--- src/design/clk_pm_pkg.sv ---
// constants, register map and mode type for the system clock and power mode block
// assumes a single core clock; oscillators sit outside and only send their clocks and ready levels
package clk_pm_pkg;
  // register offsets on the plain register port
  localparam logic [1:0] ADDR_SYS = 2'h0; // system_clock_control
  localparam logic [1:0] ADDR_FRC = 2'h1; // fast_rc_control
  localparam logic [1:0] ADDR_WXC = 2'h2; // watch_crystal_control
  localparam logic [1:0] ADDR_STAT = 2'h3; // power status, read only
  // system_clock_control fields
  localparam int SYSC_SEL_LSB = 5;
  localparam int SYSC_SEL_MSB = 7;
  localparam int SYSC_SRC_BIT = 2;
  localparam int SYSC_FKEEP_BIT = 1;
  localparam int SYSC_SKEEP_BIT = 0;
  // fast_rc_control fields
  localparam int FRC_STABLE_BIT = 1;
  localparam int FRC_EN_BIT = 0;
  // watch_crystal_control fields
  localparam int WXC_QS_BIT = 2;
  localparam int WXC_STABLE_BIT = 1;
  localparam int WXC_EN_BIT = 0;
  // status fields
  localparam int STAT_BUSY_BIT = 0;
  localparam int STAT_SLOW_BIT = 1;
  localparam int STAT_HALT_BIT = 2;
  // reset values
  localparam logic [2:0] SEL_RST = 3'h0;
  localparam logic SRC_RST = 1'b0;
  localparam logic KEEP_RST = 1'b0;
  localparam logic FAST_EN_RST = 1'b1;
  localparam logic XTAL_EN_RST = 1'b0;
  localparam logic QS_RST = 1'b0;
  // clock select codes
  localparam logic [2:0] SEL_SLOW = 3'h7;
  localparam logic SRC_SLOW_RC = 1'b0;
  localparam logic SRC_CRYSTAL = 1'b1;
  // switch delay: whole periods of the current clock before the hand-over
  localparam logic [2:0] SWITCH_CUR_TICKS = 3'h4;
  // power modes
  typedef enum logic [2:0] {
    RUN_FAST,
    RUN_SLOW,
    SLEEP,
    IDLE_SLOW_ONLY,
    IDLE_BOTH_CLOCKS,
    IDLE_FAST_ONLY
  } power_mode_t;
endpackage : clk_pm_pkg

--- src/design/system_clock_power_modes.sv ---
// system clock selection, divider, glitch-free switch and low-power mode control
// assumes the core clock is the fast rc clock; slow clocks and oscillator ready
// levels arrive asynchronously and are synchronised here; halt/wake come from the core
//
// Local design decisions: the strobed register port and the address map.
`timescale 1ns/1ns
`default_nettype none

// Summary of operation
// - select code picks fast divide or slow
// - source bit picks slow rc or crystal
// - fast mode runs divided fast rc clock
// - slow mode gates fast clock by enable
// - halt keep 00 sleeps, rc needs watchdog
// - halt keep 01 keeps only slow clock
// - halt keep 11 keeps both clocks
// - halt keep 10 keeps only fast clock
// - fast keep bit holds fast clock in halt
// - slow keep bit holds slow clock in halt
// - fast stable flag clears, then sets
// - fast enable runs rc, resets to one
// - crystal stable flag clears, then sets
// - crystal enable runs crystal, resets zero
// - quick start bit drives crystal startup mode
// - quick start frozen while crystal is the selected system clock
// - switch after four current periods plus alignment
// - unimplemented bits read as zero
module system_clock_power_modes
  import clk_pm_pkg::*;
#(
  parameter int DIV_W = 6 // divider depth, largest ratio 2**DIV_W
) (
  input wire logic core_clk_i, // fast rc clock
  input wire logic rst_n_i, // power-on reset
  input wire logic [1:0] reg_addr_i, // register index
  input wire logic [7:0] reg_wdata_i, // write data
  input wire logic reg_wr_i, // write strobe
  input wire logic reg_rd_i, // read strobe
  output logic [7:0] reg_rdata_o, // read data, cycle after strobe
  input wire logic halt_i, // core executed halt
  input wire logic wake_i, // wake-up event
  input wire logic wdt_enable_i, // watchdog enabled, async
  input wire logic fast_osc_ready_i, // fast rc settled, async
  input wire logic crystal_ready_i, // crystal settled, async
  input wire logic slow_rc_clk_i, // slow rc clock, async
  input wire logic crystal_clk_i, // watch crystal clock, async
  output logic sys_clk_tick_o, // one pulse per system clock period
  output logic cpu_halted_o, // core clock stopped
  output logic fast_periph_on_o, // fast clock offered to peripherals
  output logic slow_periph_on_o, // slow clock offered to peripherals
  output logic fast_osc_run_o, // fast rc oscillator enable
  output logic slow_rc_run_o, // slow rc oscillator enable
  output logic crystal_run_o, // crystal oscillator enable
  output logic crystal_quick_start_o // crystal high-power startup
);

  // synchroniser: {wdt, fast ready, crystal ready, slow rc clk, crystal clk}
  logic [4:0] sync1_ff; // first stage, read only by the second
  logic [4:0] sync2_ff; // second stage
  logic [1:0] clk_dly_ff; // third stage for clock edge detect
  logic wdt_s;
  logic fast_ready_s;
  logic xtal_ready_s;
  logic rc_edge;
  logic xtal_edge;

  // software registers
  logic [2:0] sel_ff, nxt_sel; // requested clock select
  logic src_ff, nxt_src; // requested slow source
  logic fkeep_ff, nxt_fkeep;
  logic skeep_ff, nxt_skeep;
  logic fen_ff, nxt_fen; // fast oscillator enable
  logic xen_ff, nxt_xen; // crystal enable
  logic qs_ff, nxt_qs; // crystal quick start

  // switch state
  logic [2:0] act_sel_ff, nxt_act_sel; // clock actually driving the system
  logic act_src_ff, nxt_act_src;
  logic busy_ff, nxt_busy;
  logic [2:0] sw_cnt_ff, nxt_sw_cnt; // current-clock periods seen
  logic [DIV_W-1:0] div_ff, nxt_div; // free-running divider

  // mode and oscillator state
  power_mode_t mode_ff, nxt_mode;
  logic fast_run_ff, nxt_fast_run;
  logic rc_run_ff, nxt_rc_run;
  logic xtal_run_ff, nxt_xtal_run;
  logic fast_stable_ff, nxt_fast_stable;
  logic xtal_stable_ff, nxt_xtal_stable;
  logic fper_ff, nxt_fper;
  logic sper_ff, nxt_sper;
  logic halted_ff, nxt_halted;
  logic tick_ff, nxt_tick;
  logic [7:0] rdata_ff, nxt_rdata;

  // tick helpers
  logic cur_tick;
  logic tar_tick;
  logic running;

  // fast tick: divider low bits all zero under the mask of the ratio
  function automatic logic fast_tick(input logic [2:0] sel, input logic [DIV_W-1:0] cnt);
    logic [DIV_W-1:0] mask;
    mask = ~({DIV_W{1'b1}} << sel);
    fast_tick = ((cnt & mask) == '0);
  endfunction : fast_tick

  // slow tick from the chosen source edge
  function automatic logic slow_tick(input logic src, input logic rc_e, input logic xt_e);
    slow_tick = (src == SRC_CRYSTAL) ? xt_e : rc_e;
  endfunction : slow_tick

  // two flops before any logic; clocks get one more for edges
  always_ff @(posedge core_clk_i or negedge rst_n_i) begin
    if (!rst_n_i) begin
      sync1_ff <= 5'h00;
      sync2_ff <= 5'h00;
      clk_dly_ff <= 2'h0;
    end else begin
      sync1_ff <= {wdt_enable_i, fast_osc_ready_i, crystal_ready_i,
                   slow_rc_clk_i, crystal_clk_i};
      sync2_ff <= sync1_ff;
      clk_dly_ff <= sync2_ff[1:0];
    end
  end

  assign wdt_s = sync2_ff[4];
  assign fast_ready_s = sync2_ff[3];
  assign xtal_ready_s = sync2_ff[2];
  assign rc_edge = sync2_ff[1] & ~clk_dly_ff[1];
  assign xtal_edge = sync2_ff[0] & ~clk_dly_ff[0];

  // register writes
  always_comb begin
    nxt_sel = sel_ff;
    nxt_src = src_ff;
    nxt_fkeep = fkeep_ff;
    nxt_skeep = skeep_ff;
    nxt_fen = fen_ff;
    nxt_xen = xen_ff;
    nxt_qs = qs_ff;
    if (reg_wr_i) begin
      case (reg_addr_i)
        ADDR_SYS: begin
          nxt_sel = reg_wdata_i[SYSC_SEL_MSB:SYSC_SEL_LSB];
          nxt_src = reg_wdata_i[SYSC_SRC_BIT];
          nxt_fkeep = reg_wdata_i[SYSC_FKEEP_BIT];
          nxt_skeep = reg_wdata_i[SYSC_SKEEP_BIT];
        end
        ADDR_FRC: begin
          nxt_fen = reg_wdata_i[FRC_EN_BIT];
        end
        ADDR_WXC: begin
          nxt_xen = reg_wdata_i[WXC_EN_BIT];
          // mode is locked while the crystal is the requested system clock (sel_ff and src_ff)
          if (!(sel_ff == SEL_SLOW && src_ff == SRC_CRYSTAL)) begin
            nxt_qs = reg_wdata_i[WXC_QS_BIT];
          end
        end
        default: begin
          // status register and stable flags ignore writes
        end
      endcase
    end
  end

  always_ff @(posedge core_clk_i or negedge rst_n_i) begin
    if (!rst_n_i) begin
      sel_ff <= SEL_RST;
      src_ff <= SRC_RST;
      fkeep_ff <= KEEP_RST;
      skeep_ff <= KEEP_RST;
      fen_ff <= FAST_EN_RST;
      xen_ff <= XTAL_EN_RST;
      qs_ff <= QS_RST;
    end else begin
      sel_ff <= nxt_sel;
      src_ff <= nxt_src;
      fkeep_ff <= nxt_fkeep;
      skeep_ff <= nxt_skeep;
      fen_ff <= nxt_fen;
      xen_ff <= nxt_xen;
      qs_ff <= nxt_qs;
    end
  end

  // current and target clock ticks; ticks are single pulses so muxing is glitch free
  always_comb begin
    cur_tick = (act_sel_ff == SEL_SLOW) ? slow_tick(act_src_ff, rc_edge, xtal_edge)
                                        : fast_tick(act_sel_ff, div_ff);
    tar_tick = (sel_ff == SEL_SLOW) ? slow_tick(src_ff, rc_edge, xtal_edge)
                                    : fast_tick(sel_ff, div_ff);
    running = (mode_ff == RUN_FAST) || (mode_ff == RUN_SLOW);
  end

  // switch: count current periods, then hand over on a target edge
  always_comb begin
    nxt_div = div_ff + {{(DIV_W-1){1'b0}}, 1'b1};
    nxt_act_sel = act_sel_ff;
    nxt_act_src = act_src_ff;
    nxt_busy = busy_ff;
    nxt_sw_cnt = sw_cnt_ff;
    // next mode gates the tick so no tick escapes on the halt edge
    nxt_tick = (nxt_mode == RUN_FAST || nxt_mode == RUN_SLOW) && cur_tick;
    if (!busy_ff) begin
      if (sel_ff != act_sel_ff || src_ff != act_src_ff) begin
        nxt_busy = 1'b1;
        nxt_sw_cnt = 3'h0;
      end
    end else if (sw_cnt_ff != SWITCH_CUR_TICKS) begin
      if (cur_tick) begin
        nxt_sw_cnt = sw_cnt_ff + 3'h1;
      end
    end else if (tar_tick) begin
      // hand over exactly on the target edge, no runt pulse
      nxt_act_sel = sel_ff;
      nxt_act_src = src_ff;
      nxt_busy = 1'b0;
    end
  end

  always_ff @(posedge core_clk_i or negedge rst_n_i) begin
    if (!rst_n_i) begin
      div_ff <= '0;
      act_sel_ff <= SEL_RST;
      act_src_ff <= SRC_RST;
      busy_ff <= 1'b0;
      sw_cnt_ff <= 3'h0;
      tick_ff <= 1'b0;
    end else begin
      div_ff <= nxt_div;
      act_sel_ff <= nxt_act_sel;
      act_src_ff <= nxt_act_src;
      busy_ff <= nxt_busy;
      sw_cnt_ff <= nxt_sw_cnt;
      tick_ff <= nxt_tick;
    end
  end

  // power mode sequencing
  always_comb begin
    nxt_mode = mode_ff;
    case (mode_ff)
      RUN_FAST, RUN_SLOW: begin
        if (halt_i) begin
          case ({fkeep_ff, skeep_ff})
            2'b00: nxt_mode = SLEEP;
            2'b01: nxt_mode = IDLE_SLOW_ONLY;
            2'b11: nxt_mode = IDLE_BOTH_CLOCKS;
            default: nxt_mode = IDLE_FAST_ONLY;
          endcase
        end else begin
          nxt_mode = (act_sel_ff == SEL_SLOW) ? RUN_SLOW : RUN_FAST;
        end
      end
      SLEEP, IDLE_SLOW_ONLY, IDLE_BOTH_CLOCKS, IDLE_FAST_ONLY: begin
        if (wake_i) begin
          nxt_mode = (act_sel_ff == SEL_SLOW) ? RUN_SLOW : RUN_FAST;
        end
      end
      default: nxt_mode = RUN_FAST;
    endcase
  end

  // oscillator enables, peripheral clocks and stable flags follow the next mode
  always_comb begin
    nxt_halted = 1'b1;
    nxt_fper = 1'b0;
    nxt_sper = 1'b0;
    nxt_fast_run = 1'b0;
    nxt_rc_run = 1'b1;
    case (nxt_mode)
      RUN_FAST: begin
        nxt_halted = 1'b0;
        nxt_fper = 1'b1;
        nxt_sper = 1'b1;
        nxt_fast_run = 1'b1;
      end
      RUN_SLOW: begin
        nxt_halted = 1'b0;
        nxt_fper = fen_ff;
        nxt_sper = 1'b1;
        nxt_fast_run = fen_ff;
      end
      SLEEP: begin
        nxt_rc_run = wdt_s;
      end
      IDLE_SLOW_ONLY: begin
        nxt_sper = 1'b1;
      end
      IDLE_BOTH_CLOCKS: begin
        nxt_fper = 1'b1;
        nxt_sper = 1'b1;
        nxt_fast_run = 1'b1;
      end
      IDLE_FAST_ONLY: begin
        nxt_fper = 1'b1;
        nxt_fast_run = 1'b1;
      end
      default: begin
        nxt_halted = 1'b0;
      end
    endcase
    // crystal runs while enabled unless the slow clock is stopped by halt
    nxt_xtal_run = xen_ff && (nxt_sper || !nxt_halted);
    // a fresh start clears the flag even if ready is still high
    if (nxt_fast_run && !fast_run_ff) begin
      nxt_fast_stable = 1'b0;
    end else begin
      nxt_fast_stable = nxt_fast_run && (fast_stable_ff || fast_ready_s);
    end
    if (nxt_xtal_run && !xtal_run_ff) begin
      nxt_xtal_stable = 1'b0;
    end else begin
      nxt_xtal_stable = nxt_xtal_run && (xtal_stable_ff || xtal_ready_s);
    end
  end

  always_ff @(posedge core_clk_i or negedge rst_n_i) begin
    if (!rst_n_i) begin
      mode_ff <= RUN_FAST;
      halted_ff <= 1'b0;
      fper_ff <= 1'b1;
      sper_ff <= 1'b1;
      fast_run_ff <= 1'b1;
      rc_run_ff <= 1'b1;
      xtal_run_ff <= 1'b0;
      fast_stable_ff <= 1'b0;
      xtal_stable_ff <= 1'b0;
    end else begin
      mode_ff <= nxt_mode;
      halted_ff <= nxt_halted;
      fper_ff <= nxt_fper;
      sper_ff <= nxt_sper;
      fast_run_ff <= nxt_fast_run;
      rc_run_ff <= nxt_rc_run;
      xtal_run_ff <= nxt_xtal_run;
      fast_stable_ff <= nxt_fast_stable;
      xtal_stable_ff <= nxt_xtal_stable;
    end
  end

  // read data, one cycle after the strobe; holes read zero
  always_comb begin
    nxt_rdata = 8'h00;
    if (reg_rd_i) begin
      case (reg_addr_i)
        ADDR_SYS: begin
          nxt_rdata[SYSC_SEL_MSB:SYSC_SEL_LSB] = sel_ff;
          nxt_rdata[SYSC_SRC_BIT] = src_ff;
          nxt_rdata[SYSC_FKEEP_BIT] = fkeep_ff;
          nxt_rdata[SYSC_SKEEP_BIT] = skeep_ff;
        end
        ADDR_FRC: begin
          nxt_rdata[FRC_STABLE_BIT] = fast_stable_ff;
          nxt_rdata[FRC_EN_BIT] = fen_ff;
        end
        ADDR_WXC: begin
          nxt_rdata[WXC_QS_BIT] = qs_ff;
          nxt_rdata[WXC_STABLE_BIT] = xtal_stable_ff;
          nxt_rdata[WXC_EN_BIT] = xen_ff;
        end
        default: begin
          nxt_rdata[STAT_BUSY_BIT] = busy_ff;
          nxt_rdata[STAT_SLOW_BIT] = (act_sel_ff == SEL_SLOW);
          nxt_rdata[STAT_HALT_BIT] = halted_ff;
        end
      endcase
    end
  end

  always_ff @(posedge core_clk_i or negedge rst_n_i) begin
    if (!rst_n_i) begin
      rdata_ff <= 8'h00;
    end else begin
      rdata_ff <= nxt_rdata;
    end
  end

  assign reg_rdata_o = rdata_ff;
  assign sys_clk_tick_o = tick_ff;
  assign cpu_halted_o = halted_ff;
  assign fast_periph_on_o = fper_ff;
  assign slow_periph_on_o = sper_ff;
  assign fast_osc_run_o = fast_run_ff;
  assign slow_rc_run_o = rc_run_ff;
  assign crystal_run_o = xtal_run_ff;
  assign crystal_quick_start_o = qs_ff;
endmodule : system_clock_power_modes

`default_nettype wire

--- config.mk ---
export PLATFORM = sky130hd
export DESIGN_NAME = system_clock_power_modes
export DESIGN_NICKNAME = d
export VERILOG_FILES = /design/src/design/clk_pm_pkg.sv /design/src/design/system_clock_power_modes.sv
export SDC_FILE = /design/constraint.sdc
export NUM_CORES = 1
export LEC_CHECK = 0
export BUFFER_PORTS_ARGS = -buffer_cell sky130_fd_sc_hd__buf_2
export CAP_MARGIN = 20
export CORE_MARGIN = 4
export CORE_UTILIZATION = 60
export CTS_CLUSTER_DIAMETER = 100
export CTS_CLUSTER_SIZE = 20
export DETAILED_ROUTE_END_ITERATION = 8
export PLACE_DENSITY_LB_ADDON = 0.2
export SYNTH_ARGS = -nofsm -noshare
export SYNTH_HDL_FRONTEND = slang
export SYNTH_SLANG_ARGS = --single-unit
--- constraint.sdc ---
create_clock -name core_clk_i -period 3.5 [get_ports core_clk_i]
set_clock_uncertainty 0.15 [all_clocks]
set_input_delay 0.7 -clock core_clk_i [delete_from_list [all_inputs] [get_ports core_clk_i]]
set_output_delay 0.7 -clock core_clk_i [all_outputs]
set_load 0.1 [all_outputs]
After elaboration in Yosys (flattened, before gate mapping) --
Index checks and enable logic that the tools add are counted.
Storage, ports and cells: flip-flop bits (word level) 52, latch bits 0, bits in writable memories 0, ROM bits 0, input bits 21, output and inout port bits 16, word-level logic and storage cells 121, memories 0
Operators by class: add/sub/neg operators 2, multipliers 0, divide/modulo/power cells 0, $lt $le $gt $ge 0, eq/ne operators 21, shift-type cells 2, mux-type cells 28, bitwise operators 10, reduce and logical (&&, ||, !) cells 33
Operator list (number):
- $mux W3 | 9
- $eq A3 B3 Y1 const B | 6
- $mux W1 | 14
- $and A6 B6 Y6 | 2
- $eq A3 B2 Y1 const B | 4
- $logic_not A6 Y1 | 2
- $not A6 Y6 | 2
- $reduce_or A4 Y1 | 3
- $shl A6 B3 Y6 const A | 2
- $pmux W3 S3 | 1
- $reduce_and A3 Y1 | 3
- $logic_and A1 B1 Y1 | 7
- $add A6 B1 Y6 const B | 1
- $eq A3 B1 Y1 const B | 2
- $logic_not A3 Y1 | 2
- $pmux W2 S3 | 1
- $pmux W3 S2 | 1
- $reduce_and A2 Y1 | 3
- $logic_or A1 B1 Y1 | 5
- $eq A2 B1 Y1 const B | 2
- $eq A2 B2 Y1 const B | 2
- $logic_not A2 Y1 | 2
- $ne A2 B1 Y1 const B | 2
- $not A1 Y1 | 4
- 11 further kinds | 14

Longest topological paths before layout --
Gate-level depths: netlist of the first run.
depth after elaboration 12, mapped depth 8, mapped depth without buffers 7

Worst setup path before layout of the first run --
OpenSTA, ideal clock, no wires.
path type input to register, start point in wake_i, end point reg xtal_stable_ff, library setup time 0.122 ns, arrival 1.822 ns, data required time 3.228 ns, path slack 1.407 ns, stages on the path 5, buffers on the path 0, cells stage by stage nand3b_1 nand2_2 or3b_1 or3b_1 o2111a_1
Between the ends: longest elaborated chain between the ends 10, elaborated cells between the ends (all ways) 18, classes of those cells eq/ne: 5; mux: 5; reduce/logical: 8
RTL lines:
- start: declaration | RTL line system_clock_power_modes.sv:41 | input wire logic wake_i,
- $mux W3 (*) | RTL line system_clock_power_modes.sv:257 | if (wake_i) begin
- $pmux W3 S2 (*) | RTL line system_clock_power_modes.sv:243 | case (mode_ff)
- $eq A3 B3 Y1 or $eq A3 B2 Y1 (tied branches) | RTL line system_clock_power_modes.sv:272 | case (nxt_mode)
- $reduce_or A4 Y1 (no line)
- $mux W1 | RTL line system_clock_power_modes.sv:272
- $logic_not A1 Y1 | RTL line system_clock_power_modes.sv:305 | nxt_xtal_run = xen_ff && (nxt_sper || !nxt_halted);
- $logic_or A1 B1 Y1 (*) | RTL line system_clock_power_modes.sv:305
- $logic_and A1 B1 Y1 (*) | RTL line system_clock_power_modes.sv:305
- $logic_and A1 B1 Y1 (on tied branches) | RTL line system_clock_power_modes.sv:315, system_clock_power_modes.sv:312
- $mux W1 (*) | RTL line system_clock_power_modes.sv:312 | if (nxt_xtal_run && !xtal_run_ff) begin
- via nxt_xtal_stable | RTL line system_clock_power_modes.sv:89 | logic xtal_stable_ff, nxt_xtal_stable;
- end signal: assignment | RTL line system_clock_power_modes.sv:339 | xtal_stable_ff <= nxt_xtal_stable;
- end: declaration | RTL line system_clock_power_modes.sv:89
The timed path passes the listed nets; every way through them passes the cells marked *. A chain may end at the register's enable or synchronous reset.

Final worst setup path of the first run --
start point reg mode_ff[1], end point reg rc_run_ff, in the netlist slow_rc_run_o
Between the ends: longest elaborated chain between the ends 5, elaborated cells between the ends (all ways) 12, classes of those cells eq/ne: 6; mux: 3; reduce/logical: 3
RTL lines:
- start: declaration | RTL line system_clock_power_modes.sv:84 | power_mode_t mode_ff, nxt_mode;
- start signal: assignment | RTL line system_clock_power_modes.sv:331 | mode_ff <= nxt_mode;
- $eq A3 B2 Y1, or another cell as far along | RTL line system_clock_power_modes.sv:243
- $reduce_or A4 Y1 or $reduce_or A2 Y1 (tied branches) | RTL line system_clock_power_modes.sv:243
- $pmux W3 S2 (*) | RTL line system_clock_power_modes.sv:243
- $eq A3 B2 Y1 (*) | RTL line system_clock_power_modes.sv:272
- $mux W1 (*) | RTL line system_clock_power_modes.sv:272
- via nxt_rc_run | RTL line system_clock_power_modes.sv:86 | logic rc_run_ff, nxt_rc_run;
- end signal: assignment | RTL line system_clock_power_modes.sv:336 | rc_run_ff <= nxt_rc_run;
- end: declaration | RTL line system_clock_power_modes.sv:86
Marks and branches as above.

==> impl_metrics.csv, run 1 <==
group,metric,value,unit
detailed_routing,wl_per_cell,16.30,um
cells_and_area,final_nets,261,
clock_tree,cts_inserted_buffers,5,
place,place_ws,1174,ps
pwr,power.leakage,1.236,nW
detailed_routing,drt_iter0_markers,118,
cells_and_area,multi_input_area,970.9,um2
sta,finalSetupViolations,0,
clock_tree,clk_path_buf_depth,2,
synth,async_flop_share,1.000,
cells_and_area,fill_cells,298,
pwr,power_frac_comb,0.397,
sta,rsz0062_at_grt,"no",
die,dieWidth,71.00,um
grt,grt-ovfl-total,0,
pwr,swShare,0.4351,
synth,yosysMostFrequentCell,"dfrtp_1",
synth,ys.flop_type,"dfrtp_1",
clock_tree,cts_resized,0,
sta,finalCritPeriodShare,0.6612,
die,ioPinCount,37,
synth,syn_area_per_cell,11.79,um2
clock_tree,cts.sinks,52,
synth,synth_cell_type_count,52,
sta,finalHoldViolations,0,
grt,grt_pass1_wl,7755,um
sta,setup_tns,0,ps
sta,fin_crit,2314,ps
grt,grtUsageTotal,0.1943,
grt,antenna_found_initial,0,
pwr,p_int,1.115,mW
synth,synth_warnings,0,
sta,tightest_slew,521.5,ps
sta,fmax,432.1,MHz
die,die_y,71.00,um
cells_and_area,drive_gt1_frac,0.2672,
setup_path,timing.rr.start,"mode_ff[1]$_DFF_PN0_",
grt,grt_max_degree,53,
die,initial_core_util,0.6360,
synth,synth_area,2381,um2
place,place_hpwl,3390,um
pwr,irDropWorstVdd,520.1,uV
clock_tree,holdBufCountCts,0,
setup_path,crit_type,"reg -> reg",
setup_path,r2r_cells,7,
pwr,pwr-share-clk,0.168,
setup_path,cp_max_fo,6,
cells_and_area,n_antenna_cell,0,
synth,synthCells,202,
die,coreArea,3744,um2
pwr,powerDensity,745.3,nW/um2
sta,drv_slew,0,
detailed_routing,dr.pass1.iters,4,
die,rows,22,
pwr,pwr-share-seq,0.435,
detailed_routing,num_vias,1633,
pwr,net-switching-power,858.5,uW
cells_and_area,synthToLayoutAreaGrowth,11.19,%
synth,ys_seq_elements,52,
detailed_routing,viasPerCell,5.832,
synth,yosys.area.top_type,"dfrtp_1",
detailed_routing,routed_wl,4563,um
run_status,status,"finished clean",
flow_run,maxCapViolations,0,
place,place.port_buffers,32,
synth,synth_common_cells,"48 x dfrtp_1, 11 x mux2_2, 10 x inv_1",
grt,grt_pass1_vias,1738,
setup_path,crit_required,3570,ps
detailed_routing,ant_nets,0,
setup_path,critPathCaptureType,"flip-flop",
detailed_routing,drc,0,
cells_and_area,ff_latch_area,1306,um2
cells_and_area,utilization,0.7072,
setup_path,r2r-end,"slow_rc_run_o$_DFF_PN1_",
sta,worst_slack,1186,ps
synth,yosysTopAreaCellShare,0.5045,
synth,synth_edf_count,0,
clock_tree,post-cts-setup-buffers,0,
setup_path,start_kind,"flip-flop",
die,dieArea,5040,um2
place,place.gp.congestion,0.8743,
synth,synth_area_leaders,"dfrtp_1 50%, mux2_2 5.2%, ha_1 4.7%, dfstp_2 4.4%, xnor2_1 2.2%",
synth,ys_seq_area_frac,0.5486,
worst_hold_path,hp-class,"in -> async",
setup_path,r2r_slack,1190,ps
setup_path,crit_arrival,2390,ps
sta,holdWs,165.0,ps
clock_tree,cts_root_buf,"clkbuf_8",
clock_tree,htree_levels,2,
clock_tree,cts_tree,"done",
sta,relSlewSlack,0.6523,
clock_tree,clk_latency,290,ps
clock_tree,path_clk_slew,90,ps
[final cells by class]
cell class | instances | area share
multi-input cells | 129 | 0.3667
inverters | 10 | 0.01418
clock inverters | 3 | 0.008979
repair buffers | 33 | 0.06805
clock buffers | 5 | 0.02599
well taps | 48 | 0.02268
flip-flops and latches | 52 | 0.4934
[worst max-delay path: stages (launching register included)]
cell and delay (ps):
dfrtp_1 390, inv_1 60, ha_1 320, nor2b_1 180, o2bb2ai_1 160, nor2b_1 420
nand3_1 220, or3_1 350
[per-stage QoR]
step	cells	area (um2)	power [mW]
after floorplan	203	2385	1.500
after global placement	271	2535	1.602
after detailed placement	271	2535	1.649
after CTS	279	2628	1.983
after global routing	280	2648	2.093
final	280	2648	1.973
[state kept, by name, indices dropped and copies added, names as in the netlist, 2 cells and up]
name / cells
div_ff: 6
clk_dly_ff: 2
mode_ff: 3
act_sel_ff: 3
reg_rdata_o: 6
sel_ff: 3
sync2_ff: 5
sw_cnt_ff: 3
sync1_ff: 5
[worst max-delay path by stage]
stage,end,depth (start not counted),slack [ps],startpoint
4_1_cts,slow_rc_run_o$_DFF_PN1_,7,1220,mode_ff[1]$_DFF_PN0_
3_5_place_dp,slow_rc_run_o$_DFF_PN1_,6,1170,halt_i
2_1_floorplan,xtal_stable_ff$_DFF_PN0_,5,1410,wake_i
3_3_place_gp,xtal_stable_ff$_DFF_PN0_,6,1210,wake_i
6_report,slow_rc_run_o$_DFF_PN1_,7,1190,mode_ff[1]$_DFF_PN0_
5_1_grt,slow_rc_run_o$_DFF_PN1_,7,1030,mode_ff[1]$_DFF_PN0_
[metal layers]
metal | GRT usage | routed length (um) | vias to the layer above
met4 | 0.06681 | 77 | 0
met2 | 0.3141 | 2203 | 49
met5 | 0 | 0 | -
met3 | 0.05682 | 282 | 8
met1 | 0.2516 | 1999 | 817
li1 | - | - | 759
[cell usage in the layout (no fill, tap or decap), types with 2 or more instances in the layout]
cell type	instances
o21ai_0	9
inv_1	10
ha_1	9
buf_2	32
or3b_1	3
clkinvlp_4	2
dfrtp_1	48
nor2_1	7
and3_1	5
and2_1	4
o2111a_1	2
a211oi_1	2
conb_1	2
clkbuf_8	5
nor2b_1	3
o211a_1	2
nand2_1	7
xnor2_1	6
nand3b_1	3
nand2b_1	3
nand4_1	2
dfstp_2	4
or3_1	2
nor3_1	4
mux4_2	2
xor2_1	2
a21oi_1	7
a22oi_1	3
nand3_1	6
o21a_1	3
o21ai_1	2
mux2_2	11
[power groups by stage]
stage | clock network (mW) | registers, mW | logic [mW]
6_report | 0.332 | 0.859 | 0.782
5_1_grt | 0.377 | 0.879 | 0.837
4_1_cts | 0.343 | 0.858 | 0.782
3_5_place_dp | 0 | 0.870 | 0.778
3_3_place_gp | 0 | 0.856 | 0.746
2_1_floorplan | 0 | 1.07 | 0.431
[kinds of logic (layout without fill, tap and decap cells)]
logic type | count (synthesis) | in the layout | synth area share
AND/OR/NAND/NOR | 55 | 55 | 0.1335
flip-flops | 52 | 52 | 0.5486
AO/OA/AOI/OAI | 41 | 41 | 0.1193
buffers and inverters | 22 | 51 | 0.04519
multiplexers | 14 | 14 | 0.07514
adder cells (fa/ha/maj) | 9 | 9 | 0.04729
XOR/XNOR | 8 | 8 | 0.02943
other | 1 | 2 | 0.001575
Note: power is estimated with default switching activity, not from simulation.
==> run 2: changes to the inputs <==
--- a/config.mk
+++ b/config.mk
@@ -8,7 +8,7 @@
 export BUFFER_PORTS_ARGS = -buffer_cell sky130_fd_sc_hd__buf_2
 export CAP_MARGIN = 20
 export CORE_MARGIN = 4
-export CORE_UTILIZATION = 60
+export CORE_UTILIZATION = 50
 export CTS_CLUSTER_DIAMETER = 100
 export CTS_CLUSTER_SIZE = 20
 export DETAILED_ROUTE_END_ITERATION = 8
==> constraint.sdc (replaced) <==
create_clock -name core_clk_i -period 2.1 [get_ports core_clk_i]
set_clock_uncertainty 0.15 [all_clocks]
set_input_delay 0.42 -clock core_clk_i [delete_from_list [all_inputs] [get_ports core_clk_i]]
set_output_delay 0.42 -clock core_clk_i [all_outputs]
set_load 0.1 [all_outputs]
==> impl_metrics.csv, run 2 (same netlist as run 1, synthesis figures left out) <==
group,metric,value,unit
sta,setup_tns,-86.79,ps
grt,grt-ovfl-total,0,
grt,grt_pass1_wl,7631,um
sta,fin_crit,2148,ps
setup_path,crit_type,"reg -> reg",
worst_hold_path,holdPathEnd,"sync1_ff[4]$_DFF_PN0_",
setup_path,critPathCaptureType,"flip-flop",
detailed_routing,routed_wl,4491,um
cells_and_area,multi_input_area,1002,um2
setup_path,path_cells,"inv_2, ha_1, o211ai_1, o2bb2ai_2, or3b_4, or3b_4, o2111a_1",
pwr,irDropWorstVdd,1322,uV
place,placed_cells,286,
place,place_hpwl,3234,um
clock_tree,clk_latency,300,ps
pwr,p_total,3.465,mW
clock_tree,cts_root_buf,"clkbuf_8",
cells_and_area,ff_latch_area,1306,um2
cells_and_area,n_antenna_cell,0,
detailed_routing,drc,0,
setup_path,timing.rr.start,"fkeep_ff$_DFFE_PN0P_",
setup_path,path_buf_inv,1,
grt,grt_pass1_vias,1598,
grt,antenna_found_initial,0,
setup_path,r2r-end,"xtal_stable_ff$_DFF_PN0_",
detailed_routing,dr.pass1.iters,4,
flow_run,maxCapViolations,0,
cells_and_area,synthToLayoutAreaGrowth,17.55,%
cells_and_area,fill_cells,338,
run_status,status,"finished, violations left",
detailed_routing,viasPerCell,5.477,
sta,fmax,465.6,MHz
setup_path,crit_required,2150,ps
sta,finalHoldViolations,0,
clock_tree,cts_inserted_buffers,5,
pwr,powerDensity,1238,nW/um2
setup_path,r2r_cells,7,
die,rows,24,
die,coreArea,4474,um2
die,dieArea,5930,um2
sta,rsz0062_at_grt,"yes",
clock_tree,cts.sinks,52,
detailed_routing,num_vias,1643,
die,die_y,77.01,um
die,initial_core_util,0.5322,
setup_path,cp_max_fo,3,
clock_tree,path_clk_slew,100,ps
worst_hold_path,min-delay-start,"wdt_enable_i",
run_status,violations,"setup timing",
setup_path,crit_arrival,2200,ps
sta,worst_slack,-47.82,ps
setup_path,start_kind,"flip-flop",
setup_path,crit_family,"simple AND/OR/NAND/NOR gates",
cells_and_area,final_common_cell,"dfrtp_1",
sta,finalSetupViolations,2,
detailed_routing,wl_per_cell,14.97,um
worst_hold_path,hp-class,"in -> reg",
cells_and_area,drive_gt1_frac,0.3468,
sta,drv_slew,0,
place,place.gp.congestion,0.8318,
cells_and_area,stdcell_count,300,
worst_hold_path,min_path_cells,1,
die,dieWidth,77.01,um
clock_tree,htree_levels,2,
detailed_routing,ant_nets,0,
detailed_routing,drt_iter0_markers,62,
setup_path,slowest_stage,"dfrtp_1",
cells_and_area,final_nets,277,
grt,grt_max_degree,21,
clock_tree,clk_path_buf_depth,2,
setup_path,worst_path_largest_cell_delay,390,ps
setup_path,r2r_slack,-50,ps
die,ioPinCount,37,
pwr,power.leakage,1.332,nW
place,place.port_buffers,32,
clock_tree,cts_tree,"done",
sta,finalCritPeriodShare,1.023,
cells_and_area,layout_common_cells,"48 x dfrtp_1, 32 x buf_2, 16 x buf_4",
setup_path,cpMostUsedCell,"or3b_4",
grt,grtUsageTotal,0.1607,
[run 2: routing by layer]
layer	up-vias	part of all wire	global-route usage
met4	0	0.011	0.04626
met5	-	0	0
li1	798	-	-
met3	6	0.048	0.03864
met2	45	0.46	0.2517
met1	794	0.48	0.2235
[run 2: how the worst max path moves through the flow]
stage / from / end / slack (ps) / depth (start not counted)
floorplan: mode_ff[1]$_DFF_PN0_ / xtal_stable_ff$_DFF_PN0_ / 30 / 7
global placement: mode_ff[1]$_DFF_PN0_ / xtal_stable_ff$_DFF_PN0_ / -40 / 7
detailed placement: mode_ff[1]$_DFF_PN0_ / xtal_stable_ff$_DFF_PN0_ / -70 / 7
CTS: mode_ff[2]$_DFF_PN0_ / xtal_stable_ff$_DFF_PN0_ / -30 / 7
global route: mode_ff[1]$_DFF_PN0_ / slow_rc_run_o$_DFF_PN1_ / -150 / 9
finish: fkeep_ff$_DFFE_PN0P_ / xtal_stable_ff$_DFF_PN0_ / -50 / 7
[run 2: final cells by class]
| class | count | area share |
|---|---|---|
| inverter | 10 | 0.01341 |
| tap | 52 | 0.02325 |
| timing repair buffer | 49 | 0.1037 |
| sequential | 52 | 0.4667 |
| multi-input combinational | 129 | 0.3581 |
| clock buffer | 5 | 0.02459 |
| clock inverter | 3 | 0.01028 |
[run 2: where the power goes]
part / internal [mW] / switching [mW]
sequential: 1.22 / 0.203
clock: 0.252 / 0.352
combinational: 0.512 / 0.926
[run 2: metrics by stage]
step / cell area [um2] / hold slack [ps] / setup slack [ps] / util
after global routing: 2799 / 36.91 / -146.2 / 0.6256
final: 2799 / 59.24 / -47.82 / 0.6256
after floorplan: 2385 / -25.59 / 28.58 / -
after CTS: 2779 / 45.14 / -33.80 / 0.6211
after detailed placement: 2623 / 190.3 / -71.36 / 0.5861
after global placement: 2623 / 184.3 / -35.98 / 0.5861
[run 2: repair_timing]
action,CTS,global route
hold endpoints to repair,15,0
setup endpoints to repair,2,3
hold buffers,1,0
gates resized for setup,7,3
pin swaps,6,6
buffers inserted,3,2
